$ cat config.mk
export PLATFORM = sky130hd
export DESIGN_NAME = fei_ctl
export DESIGN_NICKNAME = d
export VERILOG_FILES = /design/src/core/fei_pkg.sv /design/src/core/fei_sync.sv /design/src/core/fei_msg_tx.sv /design/src/core/fei_ctl.sv
export SDC_FILE = /design/constraint.sdc
export NUM_CORES = 1
export LEC_CHECK = 0
export ABC_CLOCK_PERIOD_IN_PS = 7200
export CAP_MARGIN = 0
export CORE_ASPECT_RATIO = 0.7
export CORE_UTILIZATION = 61
export DETAILED_ROUTE_END_ITERATION = 10
export DONT_BUFFER_PORTS = 1
export HOLD_SLACK_MARGIN = 0.12
export PLACE_DENSITY_LB_ADDON = 0.3
export SLEW_MARGIN = 5
export SYNTH_ARGS = -nofsm -noshare
export SYNTH_HDL_FRONTEND = slang
export SYNTH_SLANG_ARGS = --single-unit
$ cat constraint.sdc
create_clock -name clk_sys_in -period 7.2 [get_ports clk_sys_in]
set_input_delay 2.16 -clock clk_sys_in [delete_from_list [all_inputs] [get_ports clk_sys_in]]
set_output_delay 2.16 -clock clk_sys_in [all_outputs]
set_load 0.1 [all_outputs]
$ cat src/core/fei_pkg.sv
// Purpose: Shared constants for the fault event interrupt controller.
// Assumes: Classic Wishbone register bus with 32-bit data and byte addresses.
// Notes: Fault status and message-write fields are gathered here as well.
package fei_pkg;
  localparam int FEI_AW = 8;
  localparam logic [FEI_AW-1:0] FEI_OFF_STATUS = 8'h34;
  localparam logic [FEI_AW-1:0] FEI_OFF_CTRL = 8'h38;
  localparam logic [FEI_AW-1:0] FEI_OFF_DATA = 8'h3C;
  localparam logic [FEI_AW-1:0] FEI_OFF_ADDR = 8'h40;
  localparam logic [FEI_AW-1:0] FEI_OFF_MODE = 8'h48;
  localparam int FEI_CTRL_MASK_POS = 31;
  localparam int FEI_CTRL_PEND_POS = 30;
  localparam logic FEI_MASK_RESET = 1'b1;
  localparam logic FEI_PEND_RESET = 1'b0;
  localparam logic [31:0] FEI_DATA_RESET = 32'h0000_0000;
  localparam logic [29:0] FEI_ADDR_RESET = 30'h0000_0000;
  localparam int FEI_ST_PFO_POS = 0;
  localparam int FEI_ST_PRI_PEND_POS = 1;
  localparam int FEI_ST_AFO_POS = 2;
  localparam int FEI_ST_ADV_PEND_POS = 3;
  localparam int FEI_ST_QERR_POS = 4;
  localparam int FEI_ST_CERR_POS = 5;
  localparam int FEI_ST_TERR_POS = 6;
  localparam int FEI_ST_W = 7;
  localparam int FEI_MODE_ADV_POS = 0;
  localparam logic [31:0] FEI_UNMAPPED_READ = 32'h0000_0000;
endpackage : fei_pkg

$ cat src/core/fei_sync.sv
// Purpose: Two-flip-flop synchroniser for single-bit levels from outside the clock.
// Assumes: Each bit is an independent level.
// Notes: The first stage feeds only the second stage.
`timescale 1ns/1ps
module fei_sync #(
  parameter int W = 1
) (
  // Clock and reset
  input wire logic clk_in,
  input wire logic rstn_in,
  // Data
  input wire logic [W-1:0] d_in,
  output logic [W-1:0] q_out
);
  logic [W-1:0] meta_reg;
  always_ff @(posedge clk_in or negedge rstn_in) begin
    if (!rstn_in) begin
      meta_reg <= '0;
      q_out <= '0;
    end else begin
      meta_reg <= d_in;
      q_out <= meta_reg;
    end
  end
endmodule // fei_sync

$ cat src/core/fei_msg_tx.sv
// Purpose: Sends one posted message write and reports when it was accepted.
// Assumes: The fabric takes the write on the edge where valid and ready are both high.
// Notes: Address and data are captured at the start so later register writes cannot tear a message.
`timescale 1ns/1ps
module fei_msg_tx (
  // Clock and reset
  input wire logic clk_in,
  input wire logic rstn_in,
  // Request from the controller
  input wire logic start_in,
  input wire logic [29:0] addr_in,
  input wire logic [31:0] data_in,
  output logic busy_out,
  output logic done_out,
  // Fabric write
  output logic msg_valid_out,
  output logic [31:0] msg_addr_out,
  output logic [31:0] msg_data_out,
  input wire logic msg_ready_in
);
  wire accept = msg_valid_out && msg_ready_in;
  assign busy_out = msg_valid_out;
  always_ff @(posedge clk_in or negedge rstn_in) begin
    if (!rstn_in) begin
      msg_valid_out <= 1'b0;
      msg_addr_out <= 32'h0000_0000;
      msg_data_out <= 32'h0000_0000;
      done_out <= 1'b0;
    end else begin
      done_out <= accept;
      if (accept) begin
        msg_valid_out <= 1'b0;
      end else if (start_in && !msg_valid_out) begin
        msg_valid_out <= 1'b1;
        msg_addr_out <= {addr_in, 2'b00};
        msg_data_out <= data_in;
      end
    end
  end
endmodule // fei_msg_tx

$ cat src/core/fei_ctl.sv
// Purpose: Fault event interrupt controller with mask, pending bit and message registers.
// Assumes: Fault sources are asynchronous set pulses or levels arriving from the remapping logic.
// Notes: Fault recording registers live elsewhere; their fault flags arrive as a level vector.
//
// What this block does
// - Mask bit 31 resets to one; no message leaves while it is set.
// - With mask clear, a new condition sends a message using data and address registers.
// - Pending bit 30 resets zero, set when primary logging records a fault.
// - Under advanced logging, writing record zero and setting advanced flag is a condition.
// - Queue error, completion error and time-out flags each raise a condition too.
// - No new condition if any status field was already set.
// - Pending stays set while masked or transiently blocked.
// - Pending clears when the held message is actually sent.
// - Primary flag falling to zero by software clears pending without a message.
// - Write-one-to-clear of other flags; all serviced clears pending.
// - Data bits 15:0 read-write, reset zero, carried in the message.
// - Data bits 31:16 exist only with 32-bit data support, else read zero.
// - Primary flag is the OR of all recording registers' fault flags, held zero under advanced logging.
// - Address register at 040h holds dword-aligned address bits 31:2.
//
// The Wishbone interface to the registers is this design's own decision.
`timescale 1ns/1ps
module fei_ctl
  import fei_pkg::*;
#(
  parameter int NUM_RECORDS = 8,
  parameter bit DATA32 = 1'b1
) (
  // Clock and reset
  input wire logic clk_sys_in,
  input wire logic rstn_in,
  // Wishbone slave
  input wire logic wb_cyc_in,
  input wire logic wb_stb_in,
  input wire logic wb_we_in,
  input wire logic [FEI_AW-1:0] wb_adr_in,
  input wire logic [3:0] wb_sel_in,
  input wire logic [31:0] wb_dat_in,
  output logic [31:0] wb_dat_out,
  output logic wb_ack_out,
  // Fault sources
  input wire logic [NUM_RECORDS-1:0] record_fault_in,
  input wire logic adv_record0_in,
  input wire logic adv_overflow_in,
  input wire logic primary_overflow_in,
  input wire logic inval_queue_err_in,
  input wire logic inval_completion_err_in,
  input wire logic inval_timeout_err_in,
  input wire logic transient_block_in,
  // Message write
  output logic msg_valid_out,
  output logic [31:0] msg_addr_out,
  output logic [31:0] msg_data_out,
  input wire logic msg_ready_in,
  // Status
  output logic irq_pending_out
);
  typedef enum logic [1:0] {FEI_IDLE, FEI_HOLD, FEI_SEND} fei_state_e;

  logic rst_meta_reg;
  logic rstn_sync_reg;
  always_ff @(posedge clk_sys_in or negedge rstn_in) begin
    if (!rstn_in) begin
      rst_meta_reg <= 1'b0;
      rstn_sync_reg <= 1'b0;
    end else begin
      rst_meta_reg <= 1'b1;
      rstn_sync_reg <= rst_meta_reg;
    end
  end
  wire rstn = rstn_sync_reg;

  // Outside-domain sources pass two flip-flops before use.
  localparam int SRC_W = NUM_RECORDS + 7;
  logic [SRC_W-1:0] src_sync;
  fei_sync #(.W(SRC_W)) u_sync (
    .clk_in(clk_sys_in),
    .rstn_in(rstn),
    .d_in({transient_block_in, inval_timeout_err_in, inval_completion_err_in, inval_queue_err_in,
           primary_overflow_in, adv_overflow_in, adv_record0_in, record_fault_in}),
    .q_out(src_sync)
  );
  wire [NUM_RECORDS-1:0] rec_f = src_sync[NUM_RECORDS-1:0];
  wire adv_rec0 = src_sync[NUM_RECORDS];
  wire afo_src = src_sync[NUM_RECORDS+1];
  wire pfo_src = src_sync[NUM_RECORDS+2];
  wire qerr_src = src_sync[NUM_RECORDS+3];
  wire cerr_src = src_sync[NUM_RECORDS+4];
  wire terr_src = src_sync[NUM_RECORDS+5];
  wire blocked = src_sync[NUM_RECORDS+6];

  logic mask_reg;
  logic pend_reg;
  logic adv_mode_reg;
  logic [31:0] data_reg;
  logic [29:0] addr_reg;
  logic [FEI_ST_W-1:0] st_reg;
  logic [FEI_ST_W-1:0] st_next;
  logic pri_d_reg;
  logic adv_d_reg;
  logic qerr_d_reg;
  logic cerr_d_reg;
  logic terr_d_reg;
  fei_state_e state_reg;
  fei_state_e state_next;

  // Bus decode.
  wire req = wb_cyc_in && wb_stb_in && !wb_ack_out;
  wire wr = req && wb_we_in;
  wire hit_status = wb_adr_in == FEI_OFF_STATUS;
  wire hit_ctrl = wb_adr_in == FEI_OFF_CTRL;
  wire hit_data = wb_adr_in == FEI_OFF_DATA;
  wire hit_addr = wb_adr_in == FEI_OFF_ADDR;
  wire hit_mode = wb_adr_in == FEI_OFF_MODE;
  wire [31:0] wmask = {{8{wb_sel_in[3]}}, {8{wb_sel_in[2]}}, {8{wb_sel_in[1]}}, {8{wb_sel_in[0]}}};
  wire [31:0] wbits = wb_dat_in & wmask;

  function automatic logic [31:0] merge(input logic [31:0] old, input logic [31:0] nw, input logic [31:0] m);
    merge = (old & ~m) | (nw & m);
  endfunction

  // Primary flag from all recording registers.
  wire pri_pend = |rec_f;
  wire adv_edge = adv_rec0 && !adv_d_reg && adv_mode_reg;
  wire qerr_edge = qerr_src && !qerr_d_reg;
  wire cerr_edge = cerr_src && !cerr_d_reg;
  wire terr_edge = terr_src && !terr_d_reg;
  wire pri_edge = pri_pend && !pri_d_reg && !adv_mode_reg;

  // Sticky flags apart from the primary flag, which follows its level; hardware set wins over software clear.
  wire [FEI_ST_W-1:0] w1c = (wr && hit_status) ? wbits[FEI_ST_W-1:0] : '0;
  wire [FEI_ST_W-1:0] hw_set = {terr_edge, cerr_edge, qerr_edge, adv_edge, afo_src && adv_mode_reg, 1'b0,
                                pfo_src && !adv_mode_reg};
  always_comb begin
    st_next = (st_reg & ~w1c) | hw_set;
    st_next[FEI_ST_PRI_PEND_POS] = pri_pend && !adv_mode_reg;
  end
  wire any_before = |st_reg;
  wire any_after = |st_next;
  // A condition only counts when no status field was already set.
  wire new_cond = (pri_edge || adv_edge || qerr_edge || cerr_edge || terr_edge) && !any_before;
  // Everything serviced: pending drops without a message.
  wire serviced = !any_after;

  logic tx_start;
  logic tx_busy;
  logic tx_done;
  // Start once per visit to SEND; a level start would relaunch the write in the done cycle.
  assign tx_start = state_reg == FEI_SEND && !tx_busy && !tx_done;
  // Sending is allowed only with mask clear and no transient block.
  wire can_send = !mask_reg && !blocked;

  always_comb begin
    state_next = state_reg;
    unique case (state_reg)
      FEI_IDLE: begin
        if (new_cond) begin
          state_next = FEI_HOLD;
        end
      end
      FEI_HOLD: begin
        if (serviced && !new_cond) begin
          state_next = FEI_IDLE;
        end else if (can_send) begin
          state_next = FEI_SEND;
        end
      end
      FEI_SEND: begin
        if (tx_done) begin
          state_next = FEI_IDLE;
        end
      end
    endcase
  end

  fei_msg_tx u_tx (
    .clk_in(clk_sys_in),
    .rstn_in(rstn),
    .start_in(tx_start),
    .addr_in(addr_reg),
    .data_in(data_reg),
    .busy_out(tx_busy),
    .done_out(tx_done),
    .msg_valid_out(msg_valid_out),
    .msg_addr_out(msg_addr_out),
    .msg_data_out(msg_data_out),
    .msg_ready_in(msg_ready_in)
  );

  // The pending bit tracks the held message.
  wire pend_next = state_next != FEI_IDLE;
  wire [31:0] ext_mask = DATA32 ? 32'hFFFF_FFFF : 32'h0000_FFFF;
  wire [31:0] addr_wr = merge({addr_reg, 2'b00}, wb_dat_in, wmask);
  wire [31:0] ctrl_rd = {mask_reg, pend_reg, 30'h0000_0000};
  wire [31:0] rd_mux = hit_status ? {{(32-FEI_ST_W){1'b0}}, st_reg} :
                       hit_ctrl ? ctrl_rd :
                       hit_data ? data_reg :
                       hit_addr ? {addr_reg, 2'b00} :
                       hit_mode ? {31'h0000_0000, adv_mode_reg} : FEI_UNMAPPED_READ;

  always_ff @(posedge clk_sys_in or negedge rstn) begin
    if (!rstn) begin
      state_reg <= FEI_IDLE;
      pend_reg <= FEI_PEND_RESET;
      irq_pending_out <= FEI_PEND_RESET;
      st_reg <= '0;
      pri_d_reg <= 1'b0;
      adv_d_reg <= 1'b0;
      qerr_d_reg <= 1'b0;
      cerr_d_reg <= 1'b0;
      terr_d_reg <= 1'b0;
    end else begin
      state_reg <= state_next;
      pend_reg <= pend_next;
      irq_pending_out <= pend_next;
      st_reg <= st_next;
      pri_d_reg <= pri_pend;
      adv_d_reg <= adv_rec0;
      qerr_d_reg <= qerr_src;
      cerr_d_reg <= cerr_src;
      terr_d_reg <= terr_src;
    end
  end

  always_ff @(posedge clk_sys_in or negedge rstn) begin
    if (!rstn) begin
      mask_reg <= FEI_MASK_RESET;
      data_reg <= FEI_DATA_RESET;
      addr_reg <= FEI_ADDR_RESET;
      adv_mode_reg <= 1'b0;
      wb_ack_out <= 1'b0;
      wb_dat_out <= 32'h0000_0000;
    end else begin
      wb_ack_out <= req;
      if (req) begin
        wb_dat_out <= rd_mux;
      end
      if (wr && hit_ctrl && wb_sel_in[3]) begin
        mask_reg <= wb_dat_in[FEI_CTRL_MASK_POS];
      end
      if (wr && hit_data) begin
        data_reg <= merge(data_reg, wb_dat_in, wmask & ext_mask);
      end
      if (wr && hit_addr) begin
        addr_reg <= addr_wr[31:2];
      end
      if (wr && hit_mode && wb_sel_in[0]) begin
        adv_mode_reg <= wb_dat_in[FEI_MODE_ADV_POS];
      end
    end
  end
endmodule // fei_ctl

==> impl_metrics.json <==
{
  "status": "finished with violations",
  "violations": "design-rule violations",
  "clock_path_buffers": 3,
  "fill_cells": 859,
  "cp-startpoint": "wb_adr_in[7]",
  "synth.ff_latch_count": 208,
  "grt_pass1_wl_microns": 27500,
  "dieHeight_microns": 97.6,
  "htree_levels": 1,
  "netlist_top_cells_count": "207 x dfrtp_1, 113 x mux2_2, 45 x nand2_1",
  "drt_wl_total_microns": 16700,
  "relSlewSlack_pct": 15.7,
  "cp.required_ns": 7.54,
  "fin_crit_sh_pct": 56.4,
  "yosysWarnings": 0,
  "cts_tree": "yes",
  "rows": 34,
  "hold_buffers": 0,
  "peakVddDrop_uv": 179,
  "diodes": 0,
  "synthCells": 554,
  "hold_violations": 0,
  "slew_violations": 0,
  "switchingPower_mw": 0.453,
  "startpoint_type": "primary input",
  "grt.total_usage_pct": 26.2,
  "dieArea_sq_um": 13500,
  "critPathKind": "primary input to register",
  "first_iter_violations": 269,
  "holdCritPathClass": "register to register",
  "synth.top_cells.by_area": "dfrtp_1 65%, mux2_2 16%, a22oi_1 3.1%",
  "clock_latency_ns": 0.46,
  "gp_congestion": 0.908,
  "path_max_fanout": 6,
  "async_flop_share_pct": 100,
  "io_pins": 164,
  "antenna_found_initial": 0,
  "dieWidth_microns": 139,
  "final_core_util_pct": 69.5,
  "p_int_mw": 1.80,
  "synth_area_sq_um": 7970,
  "drtPass1Iterations": 11,
  "synth-main-ff-cell": "dfrtp_1",
  "start_util_pct": 63.3,
  "clock_skew_ns": 0.00615,
  "yosysTopAreaCell": "dfrtp_1",
  "endpoint_kind": "register",
  "ant_nets": 0,
  "synth-edff-count": 0,
  "wl_per_cell_microns": 22.9,
  "syn_avg_cell_area_sq_um": 14.4,
  "ys_types": 52,
  "dp_hpwl_microns": 11400,
  "r2r-start": "wb_ack_out",
  "routed_via_density": 6.21,
  "clkTransAtPathRegs_ns": 0.06,
  "setup_viol": 0,
  "p_comb_share_pct": 1.8,
  "period_needed_ns": 4.06,
  "critical_path_arrival_ns": 4.40,
  "cts_resized": 0,
  "p_leak_nw": 4.22,
  "power_frac_seq_pct": 53.1,
  "clk_root_buffer_cell": "clkbuf_16",
  "numCtsBuffers": 19,
  "rsz0062_at_grt": "no",
  "grt_max_degree": 87,
  "cap_violations": 0,
  "synth_top_area_share_pct": 65.0,
  "hold_start": "u_sync.meta_reg[1]",
  "max_slew.worst_pin.slew_ns": 1.26,
  "final_layout_size_suffix_gt1_share_pct": 29.9,
  "first_global_vias": 4982,
  "fp.coreArea_sq_um": 12600,
  "clock_power_share_pct": 45.0,
  "fmax_ghz": 0.246,
  "io_buffers": 0,
  "nets": 625,
  "syn_to_final_growth_pct": 9.83,
  "num_vias": 4536,
  "grt_overflow": 0,
  "ys_seq_area_share_pct": 65.4,
  "post_cts_buffers": 0,
  "synth.most_common_cell": "dfrtp_1",
  "cts.sinks": 208,
  "route.detailed.drc": 11,
  "switching_share_pct": 20.1,
  "tns_ns": 0,
  "p_per_area_nw_per_um2": 258
}
-- routing by layer --
layer  vias up  GRT usage, %  wire, microns
met5         -             0              0
met4         0          6.31            233
met2       188          40.3           7660
li1       1991             -              -
met3        19          9.76           1930
met1      2338          35.6           6920
-- metrics by stage --
stage / setup WS [ns] / hold WS [ns] / instances / cell area (sq um) / total power [mW]
2_1_floorplan: 0.976 / 0.331 / 555 / 7970 / 1.25
3_3_place_gp: 2.70 / 0.334 / 699 / 8120 / 1.26
3_5_place_dp: 2.67 / 0.338 / 699 / 8120 / 1.26
4_1_cts: 3.15 / 0.351 / 731 / 8750 / 2.28
5_1_grt: 3.11 / 0.352 / 731 / 8750 / 2.33
6_report: 3.14 / 0.349 / 731 / 8750 / 2.26
-- worst max-delay path, cell delays in order --
cell    delay (ns)
or3_4         0.40
or4b_4        0.54
or3_1         0.60
nor2_4        0.32
mux2_2        0.37
-- final cells by class --
| class | instances | area [sq um] | area share [%] |
|---|---|---|---|
| timing repair buffer | 5 | 37.5 | 0.429 |
| inverter | 8 | 30.0 | 0.343 |
| clock buffer | 25 | 518 | 5.92 |
| tap | 162 | 203 | 2.32 |
| sequential | 208 | 5210 | 59.5 |
| clock inverter | 7 | 110 | 1.26 |
| multi-input combinational | 316 | 2640 | 30.2 |
-- power groups by stage --
stage          clock network (mW)  logic, mW  registers [mW]
6_report                     1.02     0.0413            1.20
5_1_grt                      1.08     0.0471            1.20
4_1_cts                      1.04     0.0426            1.20
3_5_place_dp                    0     0.0426            1.22
3_3_place_gp                    0     0.0410            1.22
2_1_floorplan                   0     0.0225            1.23
-- cells in the final DEF, fill, tap and decap left out, types with 2 or more instances in the layout --
cell / netlist / layout
a21o_1: 3 / 3
a21oi_1: 3 / 3
a222oi_1: 2 / 2
a22o_1: 2 / 2
a22oi_1: 33 / 33
and2_1: 2 / 2
and3b_1: 2 / 2
buf_4: 2 / 5
bufinv_16: 0 / 3
clkbuf_1: 13 / 4
clkbuf_16: 0 / 19
clkbuf_8: 0 / 2
clkinv_2: 0 / 4
conb_1: 2 / 3
dfrtp_1: 207 / 206
ha_1: 2 / 2
inv_1: 7 / 7
mux2_1: 5 / 5
mux2_2: 113 / 113
mux2_4: 8 / 8
mux2i_1: 2 / 2
nand2_1: 45 / 45
nand2b_1: 4 / 4
nand3_1: 6 / 6
nand3b_1: 2 / 2
nor2_1: 4 / 4
nor2_2: 4 / 4
nor2_8: 3 / 3
nor2b_1: 4 / 3
nor3_1: 4 / 3
nor4_1: 3 / 3
o211ai_1: 2 / 2
o21ai_0: 34 / 34
o22ai_1: 2 / 2
o31ai_1: 3 / 3
-- worst paths after layout --
kind	end	depth (start not counted)	slack, ns
worst max-delay path	register	5	3.14
worst min-delay path	u_sync.q_out[1]	0	0.35
worst max register to register	wb_dat_out[2]	5	4.01
worst min register to register	u_sync.q_out[1]	0	0.35
max in group asynchronous	wb_dat_out[26]	1	5.26
min in group asynchronous	u_sync.meta_reg[13]	0	0.42
-- kinds of logic after synthesis --
logic type	count (synthesis)	share of synthesized area (%)
flops	208	65.4
mux	128	18.4
simple gates	94	6.77
compound gates	88	7.22
buf+inv	31	1.70
fa+ha+maj	2	0.314
other cells	2	0.0943
xor+xnor	1	0.110
(Power assumes the default switching activity.)
